[src/hw/timer8_pkg.sv]
package timer8_pkg;

    // ************************************************************
    // register byte addresses on the bus
    // ************************************************************
    localparam logic [7:0] ADDR_CONTROL_A   = 8'h00;
    localparam logic [7:0] ADDR_CONTROL_B   = 8'h04;
    localparam logic [7:0] ADDR_COUNT       = 8'h08;
    localparam logic [7:0] ADDR_COMPARE_A   = 8'h0C;
    localparam logic [7:0] ADDR_COMPARE_B   = 8'h10;
    localparam logic [7:0] ADDR_IRQ_MASK    = 8'h14;
    localparam logic [7:0] ADDR_IRQ_FLAGS   = 8'h18;
    localparam logic [7:0] ADDR_IRQ_ACK     = 8'h1C;

    // ************************************************************
    // field positions
    // ************************************************************
    localparam int POS_FORCE_B       = 6;
    localparam int POS_WAVE_HIGH     = 3;
    localparam int POS_OUT_MODE_B    = 4;
    localparam int POS_OUT_MODE_A    = 6;
    localparam int POS_FLAG_MATCH_B  = 2;
    localparam int POS_FLAG_MATCH_A  = 1;
    localparam int POS_FLAG_OVERFLOW = 0;

    // ************************************************************
    // reset values and read masks
    // ************************************************************
    localparam logic [7:0] RESET_BYTE      = 8'h00;
    localparam logic [7:0] MASK_CONTROL_B  = 8'h0F;
    localparam logic [7:0] MASK_CONTROL_A  = 8'hF3;
    localparam logic [2:0] MASK_IRQ        = 3'h7;
    localparam logic [7:0] COUNT_MAX       = 8'hFF;
    localparam logic [7:0] COUNT_BOTTOM    = 8'h00;

    // ************************************************************
    // clock select codes and prescale ratios
    // ************************************************************
    localparam logic [2:0] CS_STOP      = 3'h0;
    localparam logic [2:0] CS_DIV1      = 3'h1;
    localparam logic [2:0] CS_DIV8      = 3'h2;
    localparam logic [2:0] CS_DIV64     = 3'h3;
    localparam logic [2:0] CS_DIV256    = 3'h4;
    localparam logic [2:0] CS_DIV1024   = 3'h5;
    localparam logic [2:0] CS_EXT_FALL  = 3'h6;
    localparam logic [2:0] CS_EXT_RISE  = 3'h7;
    localparam int         PRESCALE_W   = 10;

    // ************************************************************
    // waveform modes
    // ************************************************************
    localparam logic [2:0] WM_NORMAL    = 3'h0;
    localparam logic [2:0] WM_PC_FULL   = 3'h1;
    localparam logic [2:0] WM_CTC       = 3'h2;
    localparam logic [2:0] WM_FAST_FULL = 3'h3;
    localparam logic [2:0] WM_PC_TOPA   = 3'h5;
    localparam logic [2:0] WM_FAST_TOPA = 3'h7;

    // ************************************************************
    // output mode codes
    // ************************************************************
    localparam logic [1:0] OM_OFF    = 2'h0;
    localparam logic [1:0] OM_TOGGLE = 2'h1;
    localparam logic [1:0] OM_CLEAR  = 2'h2;
    localparam logic [1:0] OM_SET    = 2'h3;

    localparam logic [1:0] HTRANS_NONSEQ = 2'h2;

    typedef enum logic { COUNT_UP, COUNT_DOWN } dir_type;

endpackage

[src/hw/timer8_core.sv]
// Behaviour
// - force strobe on B acts only in non-PWM waveform modes
// - force strobe applies a match to output B using current mode
// - forced match sets no flag and never clears the counter
// - force bit is write-only and reads back as zero
// - control B bits 5:4 and mask bits 7:3 read zero
// - select codes 0..5: stop, undivided, /8, /64, /256, /1024
// - code 6 counts pin falling edges, code 7 rising edges
// - pin edges count even while the pin is an output
// - counter register is directly readable and writable
// - counter write suppresses compare match on next tick
// - both compare registers compared continuously, drive flags and outputs
// - mask bit 2 with global enable and flag B requests irq
// - mask bit 1 with global enable and flag A requests irq
// - mask bit 0 with global enable and overflow flag requests irq
// - flag bit 2 set on match with compare B
// - flag bit 1 set on match with compare A
// - flag bit 0 set on overflow, point depends on mode
// - each flag clears when its interrupt vector executes
// - writing one clears a flag, zero leaves it
// - overflow at FF in normal/CLEAR_ON_MATCH_MODE/fast, 00 phase-correct, top in fast-A
// - non-PWM B codes toggle, clear, set; zero leaves the pin
//
// Design decisions made here: the register addresses and the AHB-Lite slave port.
module timer8_core
    import timer8_pkg::*;
(
    input  wire logic        clk,
    input  wire logic        rst_n,
    input  wire logic        clkEn,
    input  wire logic        hsel,
    input  wire logic [7:0]  haddr,
    input  wire logic [1:0]  htrans,
    input  wire logic        hwrite,
    input  wire logic [2:0]  hsize,
    input  wire logic        hready,
    input  wire logic [31:0] hwdata,
    output logic [31:0]      hrdata,
    output logic             hreadyout,
    output logic             hresp,
    input  wire logic        extCountPin,
    input  wire logic        globalIrqEn,
    input  wire logic [2:0]  vectorAck,
    output logic             waveOutA,
    output logic             waveOutB,
    output logic             outEnA,
    output logic             outEnB,
    output logic [2:0]       irqRequest
);

    // ************************************************************
    // state
    // ************************************************************
    logic [7:0] timerControlA;
    logic [3:0] timerControlB;
    logic [7:0] timerCountValue;
    logic [7:0] compareValueA;
    logic [7:0] compareValueB;
    logic [2:0] timerIrqMask;
    logic [2:0] timerIrqFlags;
    logic       blockMatch;
    dir_type    countDir;
    logic       tick;
    logic       wrStrobe;
    logic       rdStrobe;
    logic [7:0] regAddr;
    logic [7:0] readByte;

    timer8_ahb_slave busSlave (
        .clk      (clk),
        .rst_n    (rst_n),
        .clkEn    (clkEn),
        .hsel     (hsel),
        .haddr    (haddr),
        .htrans   (htrans),
        .hwrite   (hwrite),
        .hready   (hready),
        .wrStrobe (wrStrobe),
        .rdStrobe (rdStrobe),
        .regAddr  (regAddr)
    );

    timer8_tick_select tickSel (
        .clk          (clk),
        .rst_n        (rst_n),
        .clkEn        (clkEn),
        .clkSourceSel (timerControlB[2:0]),
        .extCountPin  (extCountPin),
        .tick         (tick)
    );

    // ************************************************************
    // decode
    // ************************************************************
    wire [7:0] wdata      = hwdata[7:0];
    wire       wrControlA = wrStrobe & (regAddr == ADDR_CONTROL_A);
    wire       wrControlB = wrStrobe & (regAddr == ADDR_CONTROL_B);
    wire       wrCount    = wrStrobe & (regAddr == ADDR_COUNT);
    wire       wrCompareA = wrStrobe & (regAddr == ADDR_COMPARE_A);
    wire       wrCompareB = wrStrobe & (regAddr == ADDR_COMPARE_B);
    wire       wrMask     = wrStrobe & (regAddr == ADDR_IRQ_MASK);
    wire       wrFlags    = wrStrobe & (regAddr == ADDR_IRQ_FLAGS);

    wire [2:0] waveMode   = {timerControlB[POS_WAVE_HIGH], timerControlA[1:0]};
    wire [1:0] outModeA   = timerControlA[POS_OUT_MODE_A +: 2];
    wire [1:0] outModeB   = timerControlA[POS_OUT_MODE_B +: 2];
    wire       nonPwm     = (waveMode == WM_NORMAL) | (waveMode == WM_CTC);
    wire       phaseMode  = (waveMode == WM_PC_FULL) | (waveMode == WM_PC_TOPA);
    wire       topIsA     = (waveMode == WM_CTC) | (waveMode == WM_PC_TOPA)
                          | (waveMode == WM_FAST_TOPA);
    wire [7:0] topValue   = topIsA ? compareValueA : COUNT_MAX;
    wire       atTop      = (timerCountValue == topValue);

    // ************************************************************
    // compare and overflow events
    // ************************************************************
    // a counter write blocks the compare on the following tick
    wire matchA   = tick & ~blockMatch & (timerCountValue == compareValueA);
    wire matchB   = tick & ~blockMatch & (timerCountValue == compareValueB);
    wire overflow = tick & (phaseMode ? (timerCountValue == COUNT_BOTTOM)
                    : (waveMode == WM_FAST_TOPA) ? atTop
                    : (timerCountValue == COUNT_MAX));

    // forced match only in non-PWM, no flag, no counter clear
    wire forceB = wrControlB & wdata[POS_FORCE_B] & nonPwm;

    // ************************************************************
    // counter sequence
    // ************************************************************
    wire       pcTurnDown = (countDir == COUNT_UP) & atTop;
    wire       pcTurnUp   = (countDir == COUNT_DOWN) & (timerCountValue == COUNT_BOTTOM);
    wire       goingDown  = pcTurnDown | ((countDir == COUNT_DOWN) & ~pcTurnUp);
    wire [7:0] next_count = phaseMode ? (goingDown ? timerCountValue - 8'h01
                                                   : timerCountValue + 8'h01)
                          : (atTop & topIsA) ? COUNT_BOTTOM
                          : timerCountValue + 8'h01;

    always_ff @(posedge clk)
    begin
        if (!rst_n)
        begin
            timerCountValue <= RESET_BYTE;
            countDir        <= COUNT_UP;
            blockMatch      <= 1'b0;
        end
        else if (clkEn)
        begin
            if (wrCount)
                timerCountValue <= wdata;
            else if (tick)
                timerCountValue <= next_count;
            if (tick & phaseMode)
                countDir <= goingDown ? COUNT_DOWN : COUNT_UP;
            else if (tick)
                countDir <= COUNT_UP;
            blockMatch <= wrCount | (blockMatch & ~tick);
        end
    end

    // ************************************************************
    // configuration registers
    // ************************************************************
    always_ff @(posedge clk)
    begin
        if (!rst_n)
        begin
            timerControlA <= RESET_BYTE;
            timerControlB <= 4'h0;
            compareValueA <= RESET_BYTE;
            compareValueB <= RESET_BYTE;
            timerIrqMask  <= 3'h0;
        end
        else if (clkEn)
        begin
            if (wrControlA)
                timerControlA <= wdata & MASK_CONTROL_A;
            if (wrControlB)
                timerControlB <= wdata[3:0];
            if (wrCompareA)
                compareValueA <= wdata;
            if (wrCompareB)
                compareValueB <= wdata;
            if (wrMask)
                timerIrqMask <= wdata[2:0] & MASK_IRQ;
        end
    end

    // ************************************************************
    // interrupt flags
    // ************************************************************
    // a hardware set in the same cycle as a clear wins, so no event is lost
    wire [2:0] setFlags   = {matchB, matchA, overflow};
    wire [2:0] clearFlags = (wrFlags ? wdata[2:0] : 3'h0) | vectorAck;
    wire [2:0] next_flags = setFlags | (timerIrqFlags & ~clearFlags);

    always_ff @(posedge clk)
    begin
        if (!rst_n)
            timerIrqFlags <= 3'h0;
        else if (clkEn)
            timerIrqFlags <= next_flags;
    end

    assign irqRequest = timerIrqFlags & timerIrqMask & {3{globalIrqEn}};

    // ************************************************************
    // waveform outputs
    // ************************************************************
    function automatic logic applyMode(input logic [1:0] mode, input logic cur);
        case (mode)
            OM_TOGGLE: applyMode = ~cur;
            OM_CLEAR:  applyMode = 1'b0;
            OM_SET:    applyMode = 1'b1;
            default:   applyMode = cur;
        endcase
    endfunction

    // pwm modes: clear/set on match, restore at top (fast) or on the way down
    function automatic logic pwmMode(input logic [1:0] mode, input logic cur,
                                     input logic hit, input logic top, input logic down);
        logic lvl;
        lvl = (mode == OM_SET);
        if (mode[1] & hit)
            pwmMode = down ? ~lvl : lvl;
        else if (mode[1] & top & ~phaseMode)
            pwmMode = ~lvl;
        else
            pwmMode = cur;
    endfunction

    wire down = (countDir == COUNT_DOWN);

    always_ff @(posedge clk)
    begin
        if (!rst_n)
        begin
            waveOutA <= 1'b0;
            waveOutB <= 1'b0;
        end
        else if (clkEn)
        begin
            if (nonPwm & matchA)
                waveOutA <= applyMode(outModeA, waveOutA);
            else if (~nonPwm & tick)
                waveOutA <= pwmMode(outModeA, waveOutA, matchA, atTop, down);
            if (forceB | (nonPwm & matchB))
                waveOutB <= applyMode(outModeB, waveOutB);
            else if (~nonPwm & tick)
                waveOutB <= pwmMode(outModeB, waveOutB, matchB, atTop, down);
        end
    end

    assign outEnA = (outModeA != OM_OFF);
    assign outEnB = (outModeB != OM_OFF);

    // ************************************************************
    // read path
    // ************************************************************
    // force bit and reserved bits are never stored, so they read zero
    wire [7:0] rdControlB = {4'h0, timerControlB};
    wire [7:0] rdMask     = {5'h00, timerIrqMask};
    wire [7:0] rdFlags    = {5'h00, timerIrqFlags};

    always_comb
    begin
        if (regAddr == ADDR_CONTROL_A)
            readByte = timerControlA;
        else if (regAddr == ADDR_CONTROL_B)
            readByte = rdControlB;
        else if (regAddr == ADDR_COUNT)
            readByte = timerCountValue;
        else if (regAddr == ADDR_COMPARE_A)
            readByte = compareValueA;
        else if (regAddr == ADDR_COMPARE_B)
            readByte = compareValueB;
        else if (regAddr == ADDR_IRQ_MASK)
            readByte = rdMask;
        else if (regAddr == ADDR_IRQ_FLAGS)
            readByte = rdFlags;
        else
            readByte = RESET_BYTE;
    end

    // read data registered on the address phase so it stands in the data phase
    always_ff @(posedge clk)
    begin
        if (!rst_n)
            hrdata <= 32'h0000_0000;
        else if (clkEn & rdStrobe)
            hrdata <= {24'h00_0000, readByte};
    end

    assign hreadyout = 1'b1;
    assign hresp     = 1'b0;

    // ************************************************************
    // checks
    // ************************************************************
    force_ignored_a: assert property (@(posedge clk) disable iff (!rst_n)
        (clkEn & wrControlB & ~nonPwm & ~tick) |=> $stable(waveOutB))
        else $error("force strobe acted in pwm mode");
    force_no_flag_a: assert property (@(posedge clk) disable iff (!rst_n)
        (clkEn & forceB & ~tick & ~timerIrqFlags[2] & ~vectorAck[2]) |=> ~timerIrqFlags[2])
        else $error("force strobe set a flag");
    force_toggle_a: assert property (@(posedge clk) disable iff (!rst_n)
        (clkEn & forceB & outModeB == OM_TOGGLE) |=> (waveOutB != $past(waveOutB)))
        else $error("forced toggle missed");
    reserved_zero_a: assert property (@(posedge clk) disable iff (!rst_n)
        (rdStrobe & ((regAddr == ADDR_CONTROL_B) | (regAddr == ADDR_IRQ_MASK)))
        |=> (hrdata[7:4] == 4'h0) && (!hrdata[3] || $past(regAddr) == ADDR_CONTROL_B))
        else $error("reserved bits nonzero");
    stopped_count_a: assert property (@(posedge clk) disable iff (!rst_n)
        (timerControlB[2:0] == CS_STOP & ~wrCount) |=> $stable(timerCountValue))
        else $error("stopped counter moved");
    count_write_a: assert property (@(posedge clk) disable iff (!rst_n)
        (wrCount) |=> timerCountValue == $past(wdata))
        else $error("counter write lost");
    match_block_a: assert property (@(posedge clk) disable iff (!rst_n)
        (clkEn & wrCount) |=> (~matchA & ~matchB))
        else $error("match after counter write");
    flag_b_set_a: assert property (@(posedge clk) disable iff (!rst_n)
        (clkEn & matchB) |=> timerIrqFlags[2])
        else $error("flag b not set");
    flag_a_set_a: assert property (@(posedge clk) disable iff (!rst_n)
        (clkEn & matchA) |=> timerIrqFlags[1])
        else $error("flag a not set");
    flag_clear_a: assert property (@(posedge clk) disable iff (!rst_n)
        (clkEn & wrFlags & wdata[0] & ~overflow) |=> ~timerIrqFlags[0])
        else $error("flag clear failed");
    vector_clear_a: assert property (@(posedge clk) disable iff (!rst_n)
        (clkEn & vectorAck[1] & ~matchA) |=> ~timerIrqFlags[1])
        else $error("vector clear failed");
    irq_gate_a: assert property (@(posedge clk) disable iff (!rst_n)
        irqRequest[2] == (timerIrqFlags[2] & timerIrqMask[2] & globalIrqEn))
        else $error("irq b gating wrong");

    force_cov: cover property (@(posedge clk) disable iff (!rst_n) forceB);
    overflow_cov: cover property (@(posedge clk) disable iff (!rst_n) overflow);
    match_cov: cover property (@(posedge clk) disable iff (!rst_n) matchB ##[1:300] matchA);

endmodule

[src/hw/timer8_tick_select.sv]
module timer8_tick_select
    import timer8_pkg::*;
(
    input  wire logic       clk,
    input  wire logic       rst_n,
    input  wire logic       clkEn,
    input  wire logic [2:0] clkSourceSel,
    input  wire logic       extCountPin,
    output logic            tick
);

    logic [PRESCALE_W-1:0] prescale;
    logic                  pinMeta;
    logic                  pinSync;
    logic                  pinLast;
    wire                   extRise;
    wire                   extFall;

    // ************************************************************
    // free running prescaler and pin synchroniser
    // ************************************************************
    // prescaler shared by all divided taps so ratios stay phase-aligned
    always_ff @(posedge clk)
    begin
        if (!rst_n)
        begin
            prescale <= '0;
            pinMeta  <= 1'b0;
            pinSync  <= 1'b0;
            pinLast  <= 1'b0;
        end
        else if (clkEn)
        begin
            prescale <= prescale + 1'b1;
            pinMeta  <= extCountPin;
            pinSync  <= pinMeta;
            pinLast  <= pinSync;
        end
    end

    // pin edges count even when the pin is driven as an output
    assign extRise = pinSync & ~pinLast;
    assign extFall = ~pinSync & pinLast;

    // ************************************************************
    // clock source decode
    // ************************************************************
    wire tapDiv8    = (prescale[2:0] == 3'h7);
    wire tapDiv64   = (prescale[5:0] == 6'h3F);
    wire tapDiv256  = (prescale[7:0] == 8'hFF);
    wire tapDiv1024 = (prescale == 10'h3FF);

    assign tick = clkEn & (
                  (clkSourceSel == CS_DIV1)
                | (clkSourceSel == CS_DIV8     & tapDiv8)
                | (clkSourceSel == CS_DIV64    & tapDiv64)
                | (clkSourceSel == CS_DIV256   & tapDiv256)
                | (clkSourceSel == CS_DIV1024  & tapDiv1024)
                | (clkSourceSel == CS_EXT_FALL & extFall)
                | (clkSourceSel == CS_EXT_RISE & extRise));

endmodule

[src/hw/timer8_ahb_slave.sv]
module timer8_ahb_slave
    import timer8_pkg::*;
(
    input  wire logic        clk,
    input  wire logic        rst_n,
    input  wire logic        clkEn,
    input  wire logic        hsel,
    input  wire logic [7:0]  haddr,
    input  wire logic [1:0]  htrans,
    input  wire logic        hwrite,
    input  wire logic        hready,
    output logic             wrStrobe,
    output logic             rdStrobe,
    output logic [7:0]       regAddr
);

    logic       pendWrite;
    logic [7:0] pendAddr;

    // ************************************************************
    // address phase capture
    // ************************************************************
    wire take = clkEn & hsel & hready & (htrans == HTRANS_NONSEQ);

    // writes land in the data phase, when hwdata is valid
    always_ff @(posedge clk)
    begin
        if (!rst_n)
        begin
            pendWrite <= 1'b0;
            pendAddr  <= RESET_BYTE;
        end
        else if (clkEn)
        begin
            pendWrite <= take & hwrite;
            pendAddr  <= take ? haddr : pendAddr;
        end
    end

    assign wrStrobe = pendWrite & clkEn;
    assign rdStrobe = take & ~hwrite;
    assign regAddr  = pendWrite ? pendAddr : haddr;

endmodule

[config.mk]
export PLATFORM = sky130hd
export DESIGN_NAME = timer8_core
export DESIGN_NICKNAME = d
export VERILOG_FILES = /design/src/hw/timer8_pkg.sv /design/src/hw/timer8_core.sv /design/src/hw/timer8_tick_select.sv /design/src/hw/timer8_ahb_slave.sv
export SDC_FILE = /design/constraint.sdc
export NUM_CORES = 1
export LEC_CHECK = 0
export BUFFER_PORTS_ARGS = -buffer_cell sky130_fd_sc_hd__buf_2
export CAP_MARGIN = 40
export CORE_MARGIN = 2
export CORE_UTILIZATION = 33
export DETAILED_ROUTE_END_ITERATION = 16
export HOLD_SLACK_MARGIN = 0.08
export SYNTH_ARGS = -nofsm -noshare
export SYNTH_HDL_FRONTEND = slang
export SYNTH_SLANG_ARGS = --single-unit
[constraint.sdc]
create_clock -name clk -period 2.9 [get_ports clk]
set_clock_uncertainty 0.15 [all_clocks]
set_input_delay 0.29 -clock clk [delete_from_list [all_inputs] [get_ports clk]]
set_output_delay 0.29 -clock clk [all_outputs]
set_load 0.01 [all_outputs]
## Word-level counts from Yosys, hierarchy flattened

Index checks and enable logic that the tools add are counted.
W data, S select, Z words.

- Flip-flop bits (word level): 74
- Word-level logic and storage cells: 184
- Bits of input ports: 56
- Output and inout bits: 41

- Add/sub/neg operators: 3
- Multiplexer cells: 32
- Reductions and logical operators: 21
- Bitwise operators: 76
- Equal/unequal tests: 34

Operators by type and width:

| kind | number |
|---|---|
| $mux W8 | 12 |
| $and A1 B1 Y1 | 44 |
| $eq A8 B5 Y1 const B | 3 |
| $eq A8 B8 Y1 | 3 |
| $eq A3 B3 Y1 const B | 7 |
| $eq A8 B4 Y1 const B | 2 |
| $eq A8 B8 Y1 const B | 2 |
| $logic_not A8 Y1 | 2 |
| $reduce_and A2 Y1 | 8 |
| $mux W1 | 15 |
| $not A1 Y1 | 13 |
| $or A1 B1 Y1 | 13 |
| $reduce_bool A2 Y1 | 6 |
| $add A10 B1 Y10 const B | 1 |
| $eq A10 B10 Y1 const B | 1 |
| $eq A2 B2 Y1 const B | 5 |
| $and A3 B3 Y3 | 3 |
| $eq A3 B2 Y1 const B | 3 |
| $mux W3 | 3 |
| $add A8 B1 Y8 const B | 1 |
| $eq A8 B3 Y1 const B | 1 |
| $ne A4 B1 Y1 const B | 2 |
| $reduce_and A4 Y1 | 2 |
| $sub A8 B1 Y8 const B | 1 |
| 8 further kinds | 13 |

## Longest topological paths before layout

- Depth after elaboration: 15
- Mapped depth: 11
- Gate-level depth less buffers: 10

## Modules after synthesis

Synthesis repeated with hierarchy kept, for this count alone.

- Cells, all modules: 614
- Area, all modules: 4,944.7 µm²

By module, submodules not included:

| module | seq. area each (µm²) | instances | cells an instance | area each (µm²) |
|---|---|---|---|---|
| timer8_core | 1,041.0 | 1 | 494 | 3,767.4 |
| timer8_tick_select | 260.2 | 1 | 69 | 688.2 |
| timer8_ahb_slave | 180.2 | 1 | 51 | 489.2 |

## Worst setup path before layout

OpenSTA, ideal clock, no wires.

- Kind: reg-to-reg
- From: reg tickSel.prescale[0]
- To: reg timerCountValue[7]
- Setup slack: 0.202 ns
- Setup time: 0.079 ns
- Period minus slack after synthesis: 2.698 ns
- Data required time: 2.671 ns
- Buffers on the path: 1
- Arrival: 2.469 ns
- Cell stages (with the launch flop): 10
- Cell sequence: dfxtp_1 ha_1 nand4_1 a2111oi_0 a311oi_1 or2_0 clkbuf_1 or4_1 or3_1 o211ai_1

- Word-level cells in the longest chain between the ends: 11
- Elaborated cells between the ends (all ways): 17
- Classes of those cells: 4 x eq/ne; 11 x bitwise; 2 x reduce/logical

RTL lines:

| element | line | RTL |
|---|---|---|
| start, declared | timer8_tick_select.sv:12 | `logic [PRESCALE_W-1:0] prescale;` |
| start signal, assigned | timer8_tick_select.sv:34 | `prescale <= prescale + 1'b1;` |
| $eq A3 B3 Y1 | timer8_tick_select.sv:48 | `wire tapDiv8 = (prescale[2:0] == 3'h7);` |
| $and A1 B1 Y1 | timer8_tick_select.sv:55 | `\| (clkSourceSel == CS_DIV8 & tapDiv8)` |
| $or A1 B1 Y1 | timer8_tick_select.sv:55 |  |
| $or A1 B1 Y1 | timer8_tick_select.sv:56 | `\| (clkSourceSel == CS_DIV64 & tapDiv64)` |
| $or A1 B1 Y1 | timer8_tick_select.sv:57 | `\| (clkSourceSel == CS_DIV256 & tapDiv256)` |
| $or A1 B1 Y1 (*) | timer8_tick_select.sv:58 | `\| (clkSourceSel == CS_DIV1024 & tapDiv1024)` |
| $or A1 B1 Y1 (*) | timer8_tick_select.sv:59 | `\| (clkSourceSel == CS_EXT_FALL & extFall)` |
| $or A1 B1 Y1 (*) | timer8_tick_select.sv:60 | `\| (clkSourceSel == CS_EXT_RISE & extRise));` |
| $and A1 B1 Y1 (*) | timer8_tick_select.sv:53 | `assign tick = clkEn & (` |
| $reduce_bool A2 Y1 (no line) (*) | - |  |
| $reduce_and A2 Y1 (no line) (*) | - |  |
| end signal, assigned | timer8_core.sv:149 | `timerCountValue <= wdata;` |
| end signal, assigned | timer8_core.sv:151 | `timerCountValue <= next_count;` |
| end, declared | timer8_core.sv:56 | `logic [7:0] timerCountValue;` |

Every way passes the cells marked *; elsewhere a longest branch is shown, timed or not.
A chain may end at the register's enable or synchronous reset.

## Worst setup path after layout

- From: reg timerCountValue[0]
- To: reg timerCountValue[3]

- Word-level cells in the longest chain between the ends: 9
- Elaborated cells between the ends (all ways): 15
- Classes of those cells: 2 x add/sub; 1 x eq/ne; 5 x mux; 6 x bitwise; 1 x reduce/logical

RTL lines:

| element | line | RTL |
|---|---|---|
| parallel branches: the longest is 6 deep, another holds $add A8 B1 Y8 | - |  |
| $mux W8 (*) | timer8_core.sv:133 | `wire [7:0] next_count = phaseMode ? (goingDown ? timerCountValue - 8'h01` |
| $mux W8 (*) | timer8_core.sv:150 | `else if (tick)` |
| $mux W8 (*) | timer8_core.sv:148 | `if (wrCount)` |

Every way passes the cells marked *. The select of a mux whose other input is x is not followed.

==> impl_results.html <==
<table>
<tr><th>Metric</th><th>Value</th></tr>
<tr><th colspan="2">Clocking</th></tr>
<tr><td>Later-pin clock latency in the skew report</td><td>0.34 ns</td></tr>
<tr><td>TritonCTS clock tree</td><td>yes</td></tr>
<tr><td>Total clock buffers created by CTS</td><td>9</td></tr>
<tr><td>Clock-pin transition on the worst setup and hold timing paths</td><td>0.06 ns</td></tr>
<tr><td>H-tree depth reported by CTS</td><td>3</td></tr>
<tr><td>Count of buffers added by post-CTS timing repair for setup</td><td>0</td></tr>
<tr><td>Bufs on Longest Clock Path</td><td>2</td></tr>
<tr><td>Clock root buffer</td><td>sky130_fd_sc_hd__clkbuf_16</td></tr>
<tr><td>Clock sink count</td><td>74</td></tr>
<tr><th colspan="2">Final layout</th></tr>
<tr><td>Growth of design area from synthesis to finish</td><td>18.78%</td></tr>
<tr><td>Filler Cells Inserted</td><td>1355</td></tr>
<tr><td>Storage element area</td><td>1481 µm²</td></tr>
<tr><td>Net total in the final layout</td><td>670</td></tr>
<tr><td>Area of combinational cells with multiple inputs</td><td>2710 µm²</td></tr>
<tr><td>Count of antenna diodes in the layout</td><td>0</td></tr>
<tr><td>Ratio of cells with drive above 1 in the final layout</td><td>18.23%</td></tr>
<tr><th colspan="2">Critical path</th></tr>
<tr><td>Crit path buffers/inverters</td><td>0</td></tr>
<tr><td>Dominant delay contributor by cell family on the critical path</td><td>simple AND/OR/NAND/NOR gates</td></tr>
<tr><td>Startpoint Class</td><td>register</td></tr>
<tr><td>Critical-path maximum fanout</td><td>10</td></tr>
<tr><td>Endpoint arrival time on the critical path</td><td>2.83 ns</td></tr>
<tr><td>Worst setup path class</td><td>reg -&gt; reg</td></tr>
<tr><td>Crit path largest cell delay</td><td>0.57 ns</td></tr>
<tr><td>Standard cell with the maximum stage delay on the critical path</td><td>sky130_fd_sc_hd__dfxtp_1</td></tr>
<tr><td>Critical path required time</td><td>3.01 ns</td></tr>
<tr><td>Kind of end point of the critical path</td><td>register</td></tr>
<tr><td>Cells along the critical path</td><td>and3_1 &gt; and4_1 &gt; nand4b_1 &gt; a211oi_2 &gt; o21ai_2 &gt; or4_4 &gt; a211o_1 &gt; a31oi_1</td></tr>
<tr><th colspan="2">Floorplan</th></tr>
<tr><td>I/O pin cnt</td><td>97</td></tr>
<tr><td>Number of rows created at floorplan</td><td>42</td></tr>
<tr><td>Die area</td><td>14310 µm²</td></tr>
<tr><td>Initial Utilization</td><td>33.57%</td></tr>
<tr><td>Floorplan die height</td><td>119.6 µm</td></tr>
<tr><td>Width of the die</td><td>119.6 µm</td></tr>
<tr><td>Area of the core</td><td>13140 µm²</td></tr>
<tr><th colspan="2">Place</th></tr>
<tr><td>Port-buffer cells</td><td>43</td></tr>
<tr><td>Half-perimeter wire length after detailed placement</td><td>9.395 mm</td></tr>
<tr><td>Setup WS pre-CTS</td><td>0.004047 ns</td></tr>
<tr><td>Global placement routability congestion</td><td>0.8892</td></tr>
<tr><th colspan="2">Yosys</th></tr>
<tr><td>Post-synthesis compound-gate area fraction</td><td>17.30%</td></tr>
<tr><td>Synthesized-area fraction occupied by adder cells</td><td>2.553%</td></tr>
<tr><td>Synth top area share</td><td>33.59%</td></tr>
<tr><td>EDFF count, synth</td><td>0</td></tr>
<tr><td>Synthesized instance count</td><td>546</td></tr>
<tr><td>Xor and xnor fraction of the mapped netlist area</td><td>3.972%</td></tr>
<tr><td>Primary FF master, synth</td><td>sky130_fd_sc_hd__dfxtp_1</td></tr>
<tr><td>Main area contributors after synthesis</td><td>sky130_fd_sc_hd__dfxtp_1 (34%), sky130_fd_sc_hd__mux2i_1 (11%), sky130_fd_sc_hd__nor2_1 (6.9%)</td></tr>
<tr><td>Dominant cell type by area after synthesis</td><td>sky130_fd_sc_hd__dfxtp_1</td></tr>
<tr><td>Most repeated cell in the gate-level netlist after synthesis</td><td>sky130_fd_sc_hd__nor2_1</td></tr>
<tr><td>Number of different library cells in the post-synthesis netlist</td><td>63</td></tr>
<tr><td>Proportion of synthesized area in mux cells</td><td>11.91%</td></tr>
<tr><td>Ys Warns</td><td>0</td></tr>
<tr><td>Avg Synthesized Cell Area</td><td>8.078 µm²</td></tr>
<tr><td>Dominant combinational cell family by area after synthesis</td><td>simple AND/OR/NAND/NOR gates</td></tr>
<tr><td>Summed instance area of the synthesized netlist</td><td>4410 µm²</td></tr>
<tr><td>Sequential area share after synthesis</td><td>33.59%</td></tr>
<tr><td>Top post-synthesis cells by count</td><td>sky130_fd_sc_hd__nor2_1 (81), sky130_fd_sc_hd__dfxtp_1 (74), sky130_fd_sc_hd__mux2i_1 (48)</td></tr>
<tr><td>Synth Register Bits</td><td>74</td></tr>
<tr><td>FFs w/ async S/R, synth</td><td>0%</td></tr>
<tr><td>Simple-gate share of the synthesized area</td><td>22.16%</td></tr>
<tr><th colspan="2">Global route</th></tr>
<tr><td>Pin count of the biggest net entering global routing</td><td>67</td></tr>
<tr><td>Overflow after GRT</td><td>0</td></tr>
<tr><td>Via count of the first global-routing pass</td><td>4040</td></tr>
<tr><td>Wire length of the first global-routing pass</td><td>20.78 mm</td></tr>
<tr><td>Antenna violations before repair</td><td>0</td></tr>
<tr><td>All-layer global routing usage</td><td>18.27%</td></tr>
<tr><th colspan="2">STA</th></tr>
<tr><td>Highest attainable clock frequency</td><td>0.3682 GHz</td></tr>
<tr><td>Worst-case setup margin in the final layout</td><td>0.1844 ns</td></tr>
<tr><td>Number of hold-slack violations in the final timing report</td><td>0</td></tr>
<tr><td>Number of max-slew violations in the final report</td><td>0</td></tr>
<tr><td>Final critical-path required period</td><td>2.716 ns</td></tr>
<tr><td>Worst max-slew margin expressed relative to the limit</td><td>52.81%</td></tr>
<tr><td>Worst hold slack across all endpoints</td><td>0.09068 ns</td></tr>
<tr><td>Setup tns final</td><td>0 ns</td></tr>
<tr><td>Worst Max-Slew Pin Slew</td><td>0.7079 ns</td></tr>
<tr><td>Setup repair after global routing missed its margin</td><td>false</td></tr>
<tr><td>Final critical-path share of the clock period</td><td>93.64%</td></tr>
<tr><td>Count of final setup violators</td><td>0</td></tr>
<tr><th colspan="2">Flow run</th></tr>
<tr><td>Number of max-capacitance violations reported</td><td>0</td></tr>
<tr><th colspan="2">Detailed routing</th></tr>
<tr><td>DRC violation total after the first TritonRoute iteration</td><td>275</td></tr>
<tr><td>Met1 wire length</td><td>5.802 mm</td></tr>
<tr><td>Number of antenna-violating nets in the routed design</td><td>0</td></tr>
<tr><td>Top routing layer in use</td><td>met4</td></tr>
<tr><td>Ratio of routed vias to standard cells</td><td>5.236</td></tr>
<tr><td>Detailed-routing iteration count for the pre-antenna-repair pass</td><td>6</td></tr>
<tr><td>DRC violation count after routing</td><td>0</td></tr>
<tr><td>WL met3</td><td>832 µm</td></tr>
<tr><td>Total number of vias</td><td>4110</td></tr>
<tr><td>Post-DR wirelength/cell</td><td>16.28 µm</td></tr>
<tr><td>WL met2</td><td>5.771 mm</td></tr>
<tr><td>Detailed Route WL</td><td>12.78 mm</td></tr>
<tr><th colspan="2">Outcome</th></tr>
<tr><td>Outcome</td><td>complete, no violations</td></tr>
<tr><th colspan="2">Pwr</th></tr>
<tr><td>Cell area power density</td><td>425.8 nW/µm²</td></tr>
<tr><td>Overall power of the completed layout</td><td>2.230 mW</td></tr>
<tr><td>Static Leakage</td><td>2.093 nW</td></tr>
<tr><td>Largest vdd supply drop</td><td>0.0002105 V</td></tr>
<tr><th colspan="2">Hold path</th></tr>
<tr><td>Type of the worst min-delay path</td><td>in -&gt; reg</td></tr>
</table>
## metal layers
layer / vias to the layer above / global-route usage [%]
met5: - / 0
met4: 0 / 8.162
met3: 33 / 3.279
met2: 168 / 28.93
met1: 1913 / 24.29
li1: 1996 / -
## path summary, 6_finish.rpt
check / start / to / slack [ns] / depth (start not counted)
max: timerCountValue[0] / timerCountValue[3] / 0.18 / 8
min: haddr[3] / busSlave.pendAddr[3] / 0.09 / 3
max reg2reg: timerCountValue[0] / timerCountValue[3] / 0.18 / 8
min reg2reg: hrdata[1] / hrdata[1] / 0.34 / 2
## worst register-to-register path, cell delays in order (launching register included)
cell and delay [ns]:
sky130_fd_sc_hd__dfxtp_1 0.57, sky130_fd_sc_hd__and3_1 0.29, sky130_fd_sc_hd__and4_1 0.25, sky130_fd_sc_hd__nand4b_1 0.14
sky130_fd_sc_hd__a211oi_2 0.26, sky130_fd_sc_hd__o21ai_2 0.14, sky130_fd_sc_hd__or4_4 0.44, sky130_fd_sc_hd__a211o_1 0.27
sky130_fd_sc_hd__a31oi_1 0.12
## cell type report
class	count	area share, %
Timing Repair Buffer	77	9.267
Sequential cell	74	28.28
Inverter	19	1.361
Clock inverter	6	0.8598
Tap cell	176	4.203
Clock buffer	9	4.299
Multi-Input combinational cell	424	51.73
## through the flow
| stage | cell area (µm²) | util [%] | instances |
|---|---|---|---|
| 5_1_grt | 5239 | 39.88 | 785 |
| 6_report | 5239 | 39.88 | 785 |
| 3_3_place_gp | 4850 | 36.91 | 764 |
| 4_1_cts | 5181 | 39.44 | 785 |
| 2_1_floorplan | 4501 | - | 570 |
| 3_5_place_dp | 4850 | 36.91 | 764 |
## flip-flops by register name, indices dropped and copies added (netlist names)
signal / cells
compareValueB: 8
busSlave.pendAddr: 8
hrdata: 8
timerIrqMask: 3
waveOutB: 1
tickSel.pinLast: 1
timerControlB: 4
blockMatch: 1
timerCountValue: 8
tickSel.pinSync: 1
countDir: 1
compareValueA: 8
waveOutA: 1
timerControlA: 6
busSlave.pendWrite: 1
tickSel.prescale: 10
timerIrqFlags: 3
tickSel.pinMeta: 1
## cell families after synthesis
logic type | Yosys count
and+or+nand+nor | 201
xor gates and xnor gates | 20
muxes | 52
buffers and inverters | 72
other | 2
adders and majority gates | 9
DFF | 74
AOI/OAI and AO/OA | 116
## repair_timing
action,CTS,global route
endpoints found under the hold margin,6,0
pin swaps,0,2
hold buffers,6,0
resized for setup,1,11
setup endpoints to repair,1,8
## placed cells by master, fill, tap and decap left out, types with 3 or more instances in the layout
| master | n |
|---|---|
| sky130_fd_sc_hd__nor2_1 | 81 |
| sky130_fd_sc_hd__dfxtp_1 | 74 |
| sky130_fd_sc_hd__mux2i_1 | 48 |
| sky130_fd_sc_hd__buf_2 | 43 |
| sky130_fd_sc_hd__nand2_1 | 37 |
| sky130_fd_sc_hd__o21ai_0 | 32 |
| sky130_fd_sc_hd__a21oi_1 | 29 |
| sky130_fd_sc_hd__buf_4 | 28 |
| sky130_fd_sc_hd__conb_1 | 26 |
| sky130_fd_sc_hd__inv_1 | 18 |
| sky130_fd_sc_hd__xor2_1 | 13 |
| sky130_fd_sc_hd__nand3_1 | 11 |
| sky130_fd_sc_hd__nor2b_1 | 10 |
| sky130_fd_sc_hd__and3_1 | 9 |
| sky130_fd_sc_hd__a211oi_1 | 9 |
| sky130_fd_sc_hd__ha_1 | 9 |
| sky130_fd_sc_hd__clkbuf_16 | 9 |
| sky130_fd_sc_hd__a22oi_1 | 8 |
| sky130_fd_sc_hd__nor3_1 | 8 |
| sky130_fd_sc_hd__nor4_1 | 7 |
| sky130_fd_sc_hd__xnor2_1 | 7 |
| sky130_fd_sc_hd__nand4_1 | 6 |
| sky130_fd_sc_hd__dlygate4sd3_1 | 6 |
| sky130_fd_sc_hd__and2_1 | 5 |
| sky130_fd_sc_hd__mux2_2 | 4 |
| sky130_fd_sc_hd__o22ai_1 | 4 |
| sky130_fd_sc_hd__or3_1 | 4 |
| sky130_fd_sc_hd__nand2b_1 | 3 |
| sky130_fd_sc_hd__a21boi_0 | 3 |
| sky130_fd_sc_hd__a31oi_1 | 3 |
| sky130_fd_sc_hd__clkinvlp_4 | 3 |
## report_power, final
part | leakage, nW | internal (mW) | switching, mW
Combinational | 1.37 | 0.0605 | 0.109
Clock | 0.123 | 0.575 | 0.446
Sequential | 0.597 | 1.03 | 0.0136
(Power assumes the default switching activity.)
